### config.mk
export PLATFORM = sky130hd
export DESIGN_NAME = cec_core
export DESIGN_NICKNAME = d
export VERILOG_FILES = /design/src/cec_pkg.sv /design/src/cec_core.sv
export VERILOG_INCLUDE_DIRS = /design/src
export SDC_FILE = /design/constraint.sdc
export NUM_CORES = 1
export LEC_CHECK = 0
export ABC_AREA = 0
export BUFFER_PORTS_ARGS = -buffer_cell sky130_fd_sc_hd__buf_2
export CAP_MARGIN = 20
export CORE_ASPECT_RATIO = 1.2
export CORE_MARGIN = 2
export CORE_UTILIZATION = 30
export CTS_BUF_LIST = sky130_fd_sc_hd__clkbuf_4 sky130_fd_sc_hd__clkbuf_8
export CTS_CLUSTER_DIAMETER = 60
export DETAILED_ROUTE_END_ITERATION = 7
export GPL_TIMING_DRIVEN = 0
export PLACE_DENSITY_LB_ADDON = 0.2
export SLEW_MARGIN = 20
export SYNTH_ARGS = -nofsm -noshare
export SYNTH_HDL_FRONTEND = slang
export SYNTH_SLANG_ARGS = --single-unit
export TNS_END_PERCENT = 5
### constraint.sdc
create_clock -name clk -period 7.6 [get_ports clk]
set_input_delay 0.76 -clock clk [delete_from_list [all_inputs] [get_ports clk]]
set_output_delay 0.76 -clock clk [all_outputs]
set_load 0.03 [all_outputs]
### src/cec_regs.svh
`ifndef CEC_REGS_SVH
`define CEC_REGS_SVH

// event count and apb address width
`define CEC_NEV       16
`define CEC_AW        8

// register byte offsets
`define CEC_OFF_PEND  8'h00
`define CEC_OFF_MASK  8'h04
`define CEC_OFF_INSV  8'h08
`define CEC_OFF_INTERRUPT_RETURN_REG  8'h0C
`define CEC_OFF_EXCEPTION_RETURN_REG  8'h10
`define CEC_OFF_NMI_RETURN_REG  8'h14
`define CEC_OFF_EMULATION_RETURN_REG  8'h18
`define CEC_OFF_STAT  8'h1C

// event bit positions
`define CEC_BIT_EMU   4'h0
`define CEC_BIT_NMI   4'h2
`define CEC_BIT_EXC   4'h3
`define CEC_BIT_GBL   4'h4

// bits that no global disable may mask, also the mask reset value
`define CEC_NMASK     16'h001F
`define CEC_MASK_RST  16'h001F
// inputs that take part in edge detection (bit 4 has no source)
`define CEC_EDGE_EN   16'hFFEF
// events software may raise: 1, 2 and 5 to 15
`define CEC_RAISE_OK  16'hFFE6
// least edge to in-service latency in core cycles
`define CEC_MIN_LAT   3

`endif

### src/cec_pkg.sv
package cec_pkg;
  `include "cec_regs.svh"

  typedef enum logic [1:0] {CEC_USER, CEC_SUPER, CEC_EMUL} cec_mode_t;
  typedef enum logic [1:0] {CEC_IDLE, CEC_PRIO, CEC_KILL} cec_seq_t;
  typedef enum logic [1:0] {CEC_AB_INT, CEC_AB_SVC, CEC_AB_ERR} cec_abort_t;

  typedef struct packed {
    logic                psel;
    logic                penable;
    logic                pwrite;
    logic [`CEC_AW-1:0]  paddr;
    logic [31:0]         pwdata;
  } cec_apb_req_t;

  // instruction events reported by the pipeline, one-cycle pulses apart from the oldest_kill and exc_error levels
  typedef struct packed {
    logic                raise_vld;
    logic [3:0]          raise_idx;
    logic                cli_vld;
    logic                sti_vld;
    logic [`CEC_NEV-1:0] sti_data;
    logic                push_df2;
    logic                pop_df2;
    logic                rti_df1;
    logic                rti_wb;
    logic                oldest_kill;
    logic                exc_error;
  } cec_pipe_t;

  typedef struct packed {
    logic [`CEC_NEV-1:0] smp;
    logic [`CEC_NEV-1:0] prv;
    logic [`CEC_NEV-1:0] pend;
    logic [`CEC_NEV-1:0] mask;
    logic [`CEC_NEV-1:0] in_service_reg;
    logic [`CEC_NEV-1:0] cli_data;
    logic [31:0]         interrupt_return_reg;
    logic [31:0]         exception_return_reg;
    logic [31:0]         nmi_return_reg;
    logic [31:0]         emulation_return_reg;
    logic [31:0]         fetch_addr;
    logic [31:0]         prdata;
    logic [3:0]          sel;
    cec_seq_t            seq;
    cec_mode_t           mode;
    cec_abort_t          abort_type;
    logic                fetch_vld;
    logic                abort;
    logic                ack;
    logic                err;
    logic                illegal;
  } cec_state_t;
endpackage

### src/cec_core.sv
// Overview of operation
// - raise may force levels 7-15, timer, hw error, nmi, reset; never exception or emulation
// - global disable copies the mask out, then clears mask bits 15 to 5
// - reset, nmi, emulation and exception stay serviceable despite global disable
// - global disable and enable run only in supervisor mode
// - one pending bit per event, set by a rising edge detected in two cycles
// - pending bit clears as in-service sets; later edges queue again
// - in-service follows an input edge no sooner than three cycles
// - service decision ands pending, mask and current priority level
// - winning event's vector entry becomes the next fetch address
// - abort extent depends on interrupt, service exception or error exception
// - return address saved in the register of the event's class
// - return address is the one after the last completed instruction
// - nmi, exception, interrupt enter supervisor; emulation enters emulation mode
// - entry clears pending, sets in-service bit and in-service bit 4
// - software writes to pending clear ones written and never set
// - raise sets exactly one pending bit, leaving the others alone
// - pushing the interrupt return register clears in-service bit 4
// - emulation, nmi and exceptions accepted while general interrupts are off
// - latch, prioritise, kill and look up, then first handler fetch
// - push re-enables and pop disables at the second data fetch stage
// - return at first data fetch stage starts fetch from saved address
// - a return re-enables interrupts only when it reaches write back
// - each event has one bit in pending, mask and in-service
// - return clears top in-service bit of levels 5 to 15, jumps back, clears bit 4
//
// The APB register port and the placing of the registers were chosen for this implementation.
`timescale 1ns/1ps
`include "cec_regs.svh"

module cec_core
  import cec_pkg::*;
(
  input  wire logic                clk,
  input  wire logic                nrst,
  input  wire logic                ce,
  input  wire cec_apb_req_t        apb,
  output logic [31:0]              prdata,
  output logic                     pready,
  output logic                     pslverr,
  input  wire logic [`CEC_NEV-1:0] evt_in,
  input  wire cec_pipe_t           pipe,
  input  wire logic [31:0]         vec_entry,
  input  wire logic [31:0]         resume_pc,
  output logic [3:0]               vec_idx,
  output logic                     fetch_vld,
  output logic [31:0]              fetch_addr,
  output logic                     abort_vld,
  output cec_abort_t               abort_type,
  output logic                     abort_oldest,
  output logic [`CEC_NEV-1:0]      cli_data,
  output logic [`CEC_NEV-1:0]      in_service,
  output cec_mode_t                mode,
  output logic                     illegal_op
);
  localparam logic [`CEC_NEV-1:0] EDGE_EN  = `CEC_EDGE_EN;
  localparam logic [`CEC_NEV-1:0] RAISE_OK = `CEC_RAISE_OK;
  localparam logic [`CEC_NEV-1:0] NMASK    = `CEC_NMASK;
  localparam logic [4:0]          NONE     = 5'h10;

  cec_state_t          q;
  cec_state_t          d;
  logic [`CEC_NEV-1:0] rise;
  logic [`CEC_NEV-1:0] qual;
  logic [4:0]          win;
  logic [4:0]          cur;
  logic                priv;
  logic                raise_go;

  // lowest set index wins; NONE when empty
  function automatic logic [4:0] cec_first(input logic [`CEC_NEV-1:0] v);
    logic [4:0] r;
    r = NONE;
    for (int i = `CEC_NEV - 1; i >= 0; i--)
      if (v[i]) r = 5'(i);
    return r;
  endfunction

  // per-bit edge: sample stage, then compare with the previous sample
  for (genvar g = 0; g < `CEC_NEV; g++)
  begin : g_edge
    assign rise[g] = q.smp[g] & ~q.prv[g] & EDGE_EN[g];
  end

  // qualify and rank; bit 4 in service blocks levels 5 and up
  assign qual     = q.pend & (q.mask | NMASK);
  assign win      = cec_first(qual);
  assign cur      = cec_first(q.in_service_reg);
  assign priv     = (q.mode == CEC_SUPER);
  // exception, emulation and the empty bit 4 cannot be raised
  assign raise_go = pipe.raise_vld & RAISE_OK[pipe.raise_idx];

  // next-state logic for the whole controller
  always_comb
  begin
    logic [`CEC_NEV-1:0] set_v;
    logic [`CEC_NEV-1:0] clr_v;
    logic [`CEC_NEV-1:0] ip;
    logic [31:0]         rdv;
    logic                hit;
    logic [4:0]          hi;
    set_v = rise;
    clr_v = '0;
    rdv = '0;
    hit = 1'b0;
    hi = NONE;
    ip = q.in_service_reg;
    d = q;
    // event inputs come from core-clock logic, so one sample stage suffices
    d.smp = evt_in & EDGE_EN;
    d.prv = q.smp;
    d.fetch_vld = 1'b0;
    d.abort = 1'b0;
    d.illegal = 1'b0;

    // raise sets only the selected bit
    if (raise_go)
      set_v[pipe.raise_idx] = 1'b1;

    // register decode; one bit per event in each event word
    if (apb.paddr == `CEC_OFF_PEND)
    begin
      rdv = {16'h0000, q.pend};
      hit = 1'b1;
    end
    else if (apb.paddr == `CEC_OFF_MASK)
    begin
      rdv = {16'h0000, q.mask};
      hit = 1'b1;
    end
    else if (apb.paddr == `CEC_OFF_INSV)
    begin
      rdv = {16'h0000, q.in_service_reg};
      hit = 1'b1;
    end
    else if (apb.paddr == `CEC_OFF_INTERRUPT_RETURN_REG)
    begin
      rdv = q.interrupt_return_reg;
      hit = 1'b1;
    end
    else if (apb.paddr == `CEC_OFF_EXCEPTION_RETURN_REG)
    begin
      rdv = q.exception_return_reg;
      hit = 1'b1;
    end
    else if (apb.paddr == `CEC_OFF_NMI_RETURN_REG)
    begin
      rdv = q.nmi_return_reg;
      hit = 1'b1;
    end
    else if (apb.paddr == `CEC_OFF_EMULATION_RETURN_REG)
    begin
      rdv = q.emulation_return_reg;
      hit = 1'b1;
    end
    else if (apb.paddr == `CEC_OFF_STAT)
    begin
      rdv = {28'h0000000, q.seq, q.mode};
      hit = 1'b1;
    end

    // apb: one wait state so read data comes from a flop
    if (apb.psel && apb.penable && !q.ack)
    begin
      d.ack = 1'b1;
      d.err = ~hit;
      d.prdata = rdv;
    end
    else if (apb.psel && apb.penable && q.ack)
    begin
      d.ack = 1'b0;
      d.err = 1'b0;
      if (apb.pwrite && hit)
      begin
        if (apb.paddr == `CEC_OFF_PEND)
          clr_v = apb.pwdata[`CEC_NEV-1:0];
        // low five mask bits always read back as one
        if (apb.paddr == `CEC_OFF_MASK)
          d.mask = apb.pwdata[`CEC_NEV-1:0] | NMASK;
        if (apb.paddr == `CEC_OFF_INTERRUPT_RETURN_REG)
          d.interrupt_return_reg = apb.pwdata;
        if (apb.paddr == `CEC_OFF_EXCEPTION_RETURN_REG)
          d.exception_return_reg = apb.pwdata;
        if (apb.paddr == `CEC_OFF_NMI_RETURN_REG)
          d.nmi_return_reg = apb.pwdata;
        if (apb.paddr == `CEC_OFF_EMULATION_RETURN_REG)
          d.emulation_return_reg = apb.pwdata;
      end
    end

    // global disable and enable; later than apb so the instruction wins
    if (pipe.cli_vld)
    begin
      if (priv)
      begin
        // copy out first, then clear the general levels
        d.cli_data = q.mask;
        d.mask = q.mask & NMASK;
      end
      else
        d.illegal = 1'b1;
    end
    if (pipe.sti_vld)
    begin
      if (priv)
        d.mask = pipe.sti_data | NMASK;
      else
        d.illegal = 1'b1;
    end

    // return register push and pop seen at the second fetch stage
    if (pipe.push_df2)
      ip[`CEC_BIT_GBL] = 1'b0;
    if (pipe.pop_df2)
      ip[`CEC_BIT_GBL] = 1'b1;

    // return retires: drop the top general level (5 and up) and the global hold
    if (pipe.rti_wb)
    begin
      hi = cec_first(q.in_service_reg & ~NMASK);
      if (hi != NONE)
        ip[hi[3:0]] = 1'b0;
      ip[`CEC_BIT_GBL] = 1'b0;
      if (ip == '0)
        d.mode = CEC_USER;
    end

    // entry sequencer; in-service lands five edges after an input edge
    case (q.seq)
      CEC_IDLE:
      begin
        // only an event above the current level starts entry
        if (win < cur)
        begin
          d.sel = win[3:0];
          d.seq = CEC_PRIO;
        end
        else if (pipe.rti_df1)
        begin
          // start fetching at the saved return address
          d.fetch_vld = 1'b1;
          d.fetch_addr = q.interrupt_return_reg;
        end
      end
      CEC_PRIO:
      begin
        // pick the abort extent for the kill cycle
        d.seq = CEC_KILL;
        d.abort = 1'b1;
        if (q.sel == `CEC_BIT_EXC)
          d.abort_type = pipe.exc_error ? CEC_AB_ERR : CEC_AB_SVC;
        else
          d.abort_type = CEC_AB_INT;
      end
      CEC_KILL:
      begin
        // vector entry becomes the next fetch address
        d.seq = CEC_IDLE;
        d.fetch_vld = 1'b1;
        d.fetch_addr = vec_entry;
        // save where normal flow stopped, by class
        if (q.sel == `CEC_BIT_EMU)
          d.emulation_return_reg = resume_pc;
        else if (q.sel == `CEC_BIT_NMI)
          d.nmi_return_reg = resume_pc;
        else if (q.sel == `CEC_BIT_EXC)
          d.exception_return_reg = resume_pc;
        else
          d.interrupt_return_reg = resume_pc;
        d.mode = (q.sel == `CEC_BIT_EMU) ? CEC_EMUL : CEC_SUPER;
        // clear pending, mark in service and hold bit 4
        clr_v[q.sel] = 1'b1;
        ip[q.sel] = 1'b1;
        ip[`CEC_BIT_GBL] = 1'b1;
      end
      default:
        d.seq = CEC_IDLE;
    endcase

    // a new edge in the clearing cycle is kept
    d.pend = (q.pend & ~clr_v) | set_v;
    d.in_service_reg = ip;
  end

  // single state register; ce low freezes everything
  always_ff @(posedge clk or negedge nrst)
  begin
    if (!nrst)
    begin
      q <= '0;
      q.mask <= `CEC_MASK_RST;
      q.mode <= CEC_SUPER;
    end
    else if (ce)
      q <= d;
  end

  // outputs straight from the state register, except abort_oldest which also gates pipe.oldest_kill
  assign prdata       = q.prdata;
  assign pready       = q.ack;
  assign pslverr      = q.ack & q.err;
  assign vec_idx      = q.sel;
  assign fetch_vld    = q.fetch_vld;
  assign fetch_addr   = q.fetch_addr;
  assign abort_vld    = q.abort;
  assign abort_type   = q.abort_type;
  // oldest survivor dies only if it is a return or a global disable
  assign abort_oldest = q.abort & (q.abort_type == CEC_AB_INT) & pipe.oldest_kill;
  assign cli_data     = q.cli_data;
  assign in_service   = q.in_service_reg;
  assign mode         = q.mode;
  assign illegal_op   = q.illegal;
endmodule

; ---- Yosys cells after proc, flatten, opt, wreduce, memory -nomap -nowiden
; Memories as Yosys holds them, arrays and structs flattened.
; Index checks and enable logic that the tools add are counted.
[op_classes]
n_lt_le_gt_ge = 7
eq_ne = 16
bitwise_logic = 44
mux = 111
reduce_logical = 25
[ops]
columns = cell, count
row1 = $mux W32, 17
row2 = $mux W128, 4
row3 = $mux W16, 18
row4 = $mux W5, 33
row5 = $mux W96, 1
row6 = $mux W64, 1
row7 = $or A16 B16 Y16, 4
row8 = $pmux W32 S2, 1
row9 = $and A16 B16 Y16, 3
row10 = $eq A8 B5 Y1 const B, 4
row11 = $not A16 Y16, 2
row12 = $mux W1, 21
row13 = $and A1 B1 Y1, 19
row14 = $mux W2, 9
row15 = $eq A8 B4 Y1 const B, 2
row16 = $not A1 Y1, 16
row17 = $logic_not A15 Y1, 1
row18 = $lt A4 B5 Y1 const B, 3
row19 = $demux W1 S4, 3
row20 = $ge A4 B1 Y1 const B, 3
row21 = $reduce_and A3 Y1, 3
row22 = $eq A4 B2 Y1 const B, 2
row23 = $eq A8 B3 Y1 const B, 1
row24 = $logic_not A8 Y1, 1
row25 = 15 further kinds, 31
[totals]
memories = 1
out_inout_bits = 110
register_bits = 301
word_cells = 225
romBits = 16
[memory_table]
columns = memory, words, word_bits, rd, rd_ports_with_merged_regs, wr, line
row1 = (no name shown), 16, 1, 1, 0, 0, cec_core.sv:91  ; assign raise_go = pipe.raise_vld & RAISE_OK[pipe.raise_idx];

; ---- Depth between registers and ports, before layout
[depth]
word_depth = 24
mapped_depth = 14
depth_no_buf = 14

; ---- Least setup slack after synthesis
; OpenSTA, ideal clock, no wires.
[synth_path]
path_type = register to register
from = register q[270] (netlist name)
to = register q (netlist bit fetch_addr[12])
synth_period_minus_slack_ns = 2.687
setup_slack_ns = 4.913
t_arrival_ns = 2.562
t_required_ns = 7.475
stages_incl_launch_ff = 14
n_path_buf = 1
path_cell_list = dfrtp_1 -> a22oi_1 -> o211ai_1 -> a31o_2 -> a211oi_1 -> nor3_1 -> ha_1 -> a21oi_1 -> nor2b_1 -> o21ai_0 -> nand2_1 -> o21ai_4 -> buf_6 -> mux2_2
[synth_between]
elab_chain_len = 20
[synth_rtl]
columns = element, line
row1 = from (decl), cec_core.sv:61  ; cec_state_t q;
row2 = $and A16 B16 Y16, cec_core.sv:86  ; assign qual = q.pend & (q.mask | NMASK);
row3 = $mux W5 (16 in series), cec_core.sv:75  ; if (v[i]) r = 5'(i);
row4 = named net win[1], cec_core.sv:65  ; logic [4:0] win;
row5 = $lt A5 B5 Y1, cec_core.sv:233  ; if (win < cur)
row6 = $ne A2 B2 Y1 (no line), --
row7 = $reduce_and A4 Y1 (no line), --
; The timed path passes the listed nets, and every way through them passes these cells.
; A chain may end at the register's enable or synchronous reset.

; ---- Final worst setup path
[layout_path]
from = register q[247] (netlist name)
to = register q (netlist bit fetch_addr[26])
[layout_between]
elab_chain_len = 13
[layout_rtl]
columns = element, line
row1 = $and A16 B16 Y16, cec_core.sv:86
row2 = $mux W5 (9 in series), cec_core.sv:75
row3 = named net win[2], cec_core.sv:65
row4 = $lt A5 B5 Y1, cec_core.sv:233
row5 = $ne A2 B2 Y1 (no line), --
row6 = $reduce_and A4 Y1 (no line), --
; The timed path passes the listed nets, and every way through them passes these cells.

==> summary.txt <==
Synth
  – Post-synth top area share: 48.0%
  – Post-synth cell types: 68
  – Number of synthesized flops with an enable pin: 0
  – Most frequent cell after synthesis: dfrtp_1
  – Top post-synthesis cells by area: dfrtp_1 (48%), nor2_1 (5.5%), o22ai_1 (5.4%)
  – Synth cell count leaders: dfrtp_1 (295), nor2_1 (226), nand2_1 (208)
  – Post-Syn Instances: 1618
  – Syn Area/Cell: approximately 9.5 um2
  – Fraction of registers with async set/reset: 100%
  – Dominant cell type by area after synthesis: dfrtp_1
  – Synthesized flop and latch total: 301
  – Primary FF master, synth: dfrtp_1
  – Warning count from the yosys run: 0
  – Sequential fraction of the synthesis area: approximately 50%
  – Cell Area, Synth: 0.0154 mm2
  – Syn nets: about 1800

Floorplanning
  – Boundary Pins: about 270
  – Placement Rows: 90
  – Die width: around 210 um
  – Core box area: between 0.05 and 0.06 mm2
  – Starting Density: about 30%
  – DIE AREA: about 0.053 mm2
  – Die Y-Extent: 252 um

Drt
  – Via density: about 5.4
  – First DRT Iteration DRCs: 1156
  – Vias: between 10000 and 15000
  – First-pass DRT Iterations: 6
  – Top Layer Used: met5
  – WL met2: a little over 30000 um
  – Wl on met1: roughly 25000 um
  – Drt drc: 0
  – Met3 WL: around 4400 um
  – Routed WL: around 62000 um
  – Routed Antenna Nets: 0
  – DR WL/cell: approximately 24 um

STA
  – Max transition margin: 34.2%
  – RSZ-0062 raised after global routing: no
  – Final Skew: 0.0282 ns
  – Final Hold Fails: 0
  – Final setup fails: 0
  – Fmax: around 300 MHz
  – Max-slew violations: 0
  – Fin crit period: between 3 and 4 ns
  – Fin crit share: around 45%
  – Fin Setup TNS: 0 ns
  – Worst Max-Slew Pin Slew: 0.988 ns

GRT
  – GRT Total Usage: a little under a quarter
  – First-pass GRT wire length: 91400 um
  – Initial antenna violation count: 6
  – Pin count of the biggest net entering global routing: 83
  – Grt ovf: 0
  – Vias in the first global route: roughly 14000

Clock network
  – Total CTS buffers: 53
  – Reg clk slew, reported paths: approximately 0.060 ns
  – Root Driver: clkbuf_8
  – CTS resizes: 0
  – Clock Tree Buf Depth: 3
  – # hold bufs at CTS: 0
  – Setup Fix Bufs, Post-CTS: 0
  – Sink Count: ~300
  – Clock latency on the worst-skew pair: 0.66 ns
  – H-tree Lvls: 2
  – CTS tree: done

Critical path
  – Arrival @ worst endpoint: between 3 and 4 ns
  – Reg-to-reg slack, setup: about 4.2 ns
  – Critical Path RT: between 8 and 9 ns
  – Startpoint class of the critical path: register
  – CP max FO: 10
  – Crit Path Category: reg -> reg
  – Critical Path Sink Type: register

Layout
  – Final Net Count: 2095
  – Layout Utilization: 36.9%
  – # fillers: 5287
  – Most flops, register: q
  – Max FFs per register: between 150 and 200
  – Layout cells sized above 1: between 30 and 40%
  – Sequential Area: ~0.0075 mm2
  – Multi-input logic area: between 0.006 and 0.007 mm2
  – Layout area overhead: 21.0%

Power and ir drop
  – Maximum vdd drop: ~150 uV
  – Leakage power: approximately 8.8 nW
  – Clock power frac: a little over a quarter
  – Int Power: around 3.7 mW
  – Pwr dens: 319 mW/mm2
  – Seq pwr share: 42.1%
  – Power share of the combinational group: between 30% and 40%
  – Sw Ratio: 37.0%
  – Net switching power: roughly 2.2 mW

Place
  – Gpl congestion: between 0.8 and 0.9
  – Post-DP HPWL: about 47000 um
  – IO buf count: roughly 260

Status
  – Outcome: finished, final reports clean

Job
  – Max Cap Viol: 0

Hold path
  – Worst Hold Class: in -> async
==> worst max-delay path, cell delays in order (launching register included) <==
cell      delay [ns]
dfrtp_1         0.46
a22oi_1         0.28
and3_1          0.23
nand2_1         0.05
a21boi_0        0.43
ha_1            0.33
a21oi_1         0.13
nor2b_1         0.05
o21ai_0         0.14
nand2_1         0.13
o21ai_4         0.44
buf_6           0.25
mux2_1          0.34
==> power groups by stage <==
stage	Sequential [mW]	Clock (mW)	Combinational, mW
CTS	2.49	1.59	1.91
global route	2.55	1.67	2.07
global placement	2.50	0	1.87
finish	2.50	1.56	1.89
detailed placement	2.52	0	1.91
floorplan	2.37	0	1.35
==> cell families (layout without fill, tap and decap cells) <==
group / count (synthesis) / after routing / share of synthesized area, %
AND/OR/NAND/NOR: 554 / 554 / 15.7
adder cells (fa/ha/maj): 8 / 8 / 0.651
buffers and inverters: 226 / 570 / 8.67
multiplexers: 97 / 97 / 7.27
other: 0 / 1 / 0
flip-flops: 301 / 301 / 49.1
AO/OA/AOI/OAI: 432 / 432 / 18.6
==> worst paths after layout <==
path	start	cells past startpoint	to
worst max-delay path	q[247]$_DFFE_PN0P_	12	fetch_addr[26]$_DFFE_PN0P_
worst min-delay path	nrst	1	fetch_addr[17]$_DFFE_PN0P_
worst max register to register	q[247]$_DFFE_PN0P_	12	fetch_addr[26]$_DFFE_PN0P_
worst min register to register	prdata[20]$_DFFE_PN0P_	1	prdata[20]$_DFFE_PN0P_
max in group asynchronous	nrst	3	q[283]$_DFFE_PN0P_
min in group clk	evt_in[14]	2	d[285]$_DFFE_PN0P_
==> layout by cell type, fill, tap and decap left out, drive strengths merged, types with 3 or more instances in the layout <==
| master | n |
|---|---|
| a221o | 15 |
| nand2 | 208 |
| nand3 | 27 |
| o211ai | 5 |
| a22oi | 6 |
| clkbuf | 128 |
| inv | 25 |
| a32oi | 4 |
| a221oi | 17 |
| buf | 413 |
| a22o | 26 |
| and2 | 6 |
| and3 | 8 |
| mux2i | 16 |
| o22ai | 133 |
| nand3b | 5 |
| ha | 8 |
| a21o | 17 |
| dfstp | 6 |
| o21ai | 56 |
| a311o | 4 |
| mux4 | 4 |
| nor2b | 12 |
| dfrtp | 295 |
| a21boi | 4 |
| clkinv | 3 |
| nor3 | 22 |
| nand4 | 4 |
| nor2 | 227 |
| or2 | 3 |
| nor3b | 3 |
| a21oi | 109 |
| mux2 | 77 |
| a31oi | 4 |
| nor4 | 6 |
| a222oi | 17 |
| nand2b | 18 |
==> stage by stage <==
| stage | area [um2] | setup slack, ns | hold slack, ns | power (mW) | std cells |
|---|---|---|---|---|---|
| finish | 18600 | 4.21 | 0.0866 | 5.94 | 2607 |
| global route | 18600 | 3.95 | 0.134 | 6.29 | 2606 |
| CTS | 18600 | 4.20 | 0.0900 | 6.00 | 2606 |
| detailed placement | 17600 | 3.73 | 0.470 | 4.43 | 2521 |
| global placement | 17500 | -0.258 | 0.462 | 4.37 | 2518 |
| floorplan | 15400 | 4.91 | 0.451 | 3.72 | 1618 |
==> layer usage <==
metal  global-route usage [%]  vias up
met5                        0        -
met4                     8.85        8
met3                     4.67      140
met2                     38.9      632
met1                     29.6     6942
li1                         -     6308
==> area by class of cell <==
| cell class | instances | share of cell area [%] |
|---|---|---|
| inverter | 24 | 0.484 |
| buffer | 202 | 6.68 |
| sequential | 301 | 40.5 |
| tap | 644 | 4.33 |
| antenna | 1 | 0.0135 |
| timing repair buffer | 259 | 7.39 |
| multi-input combinational | 1091 | 34.9 |
| clock inverter | 5 | 0.289 |
| clock buffer | 80 | 5.32 |
Power figures use the tool's default switching activity.
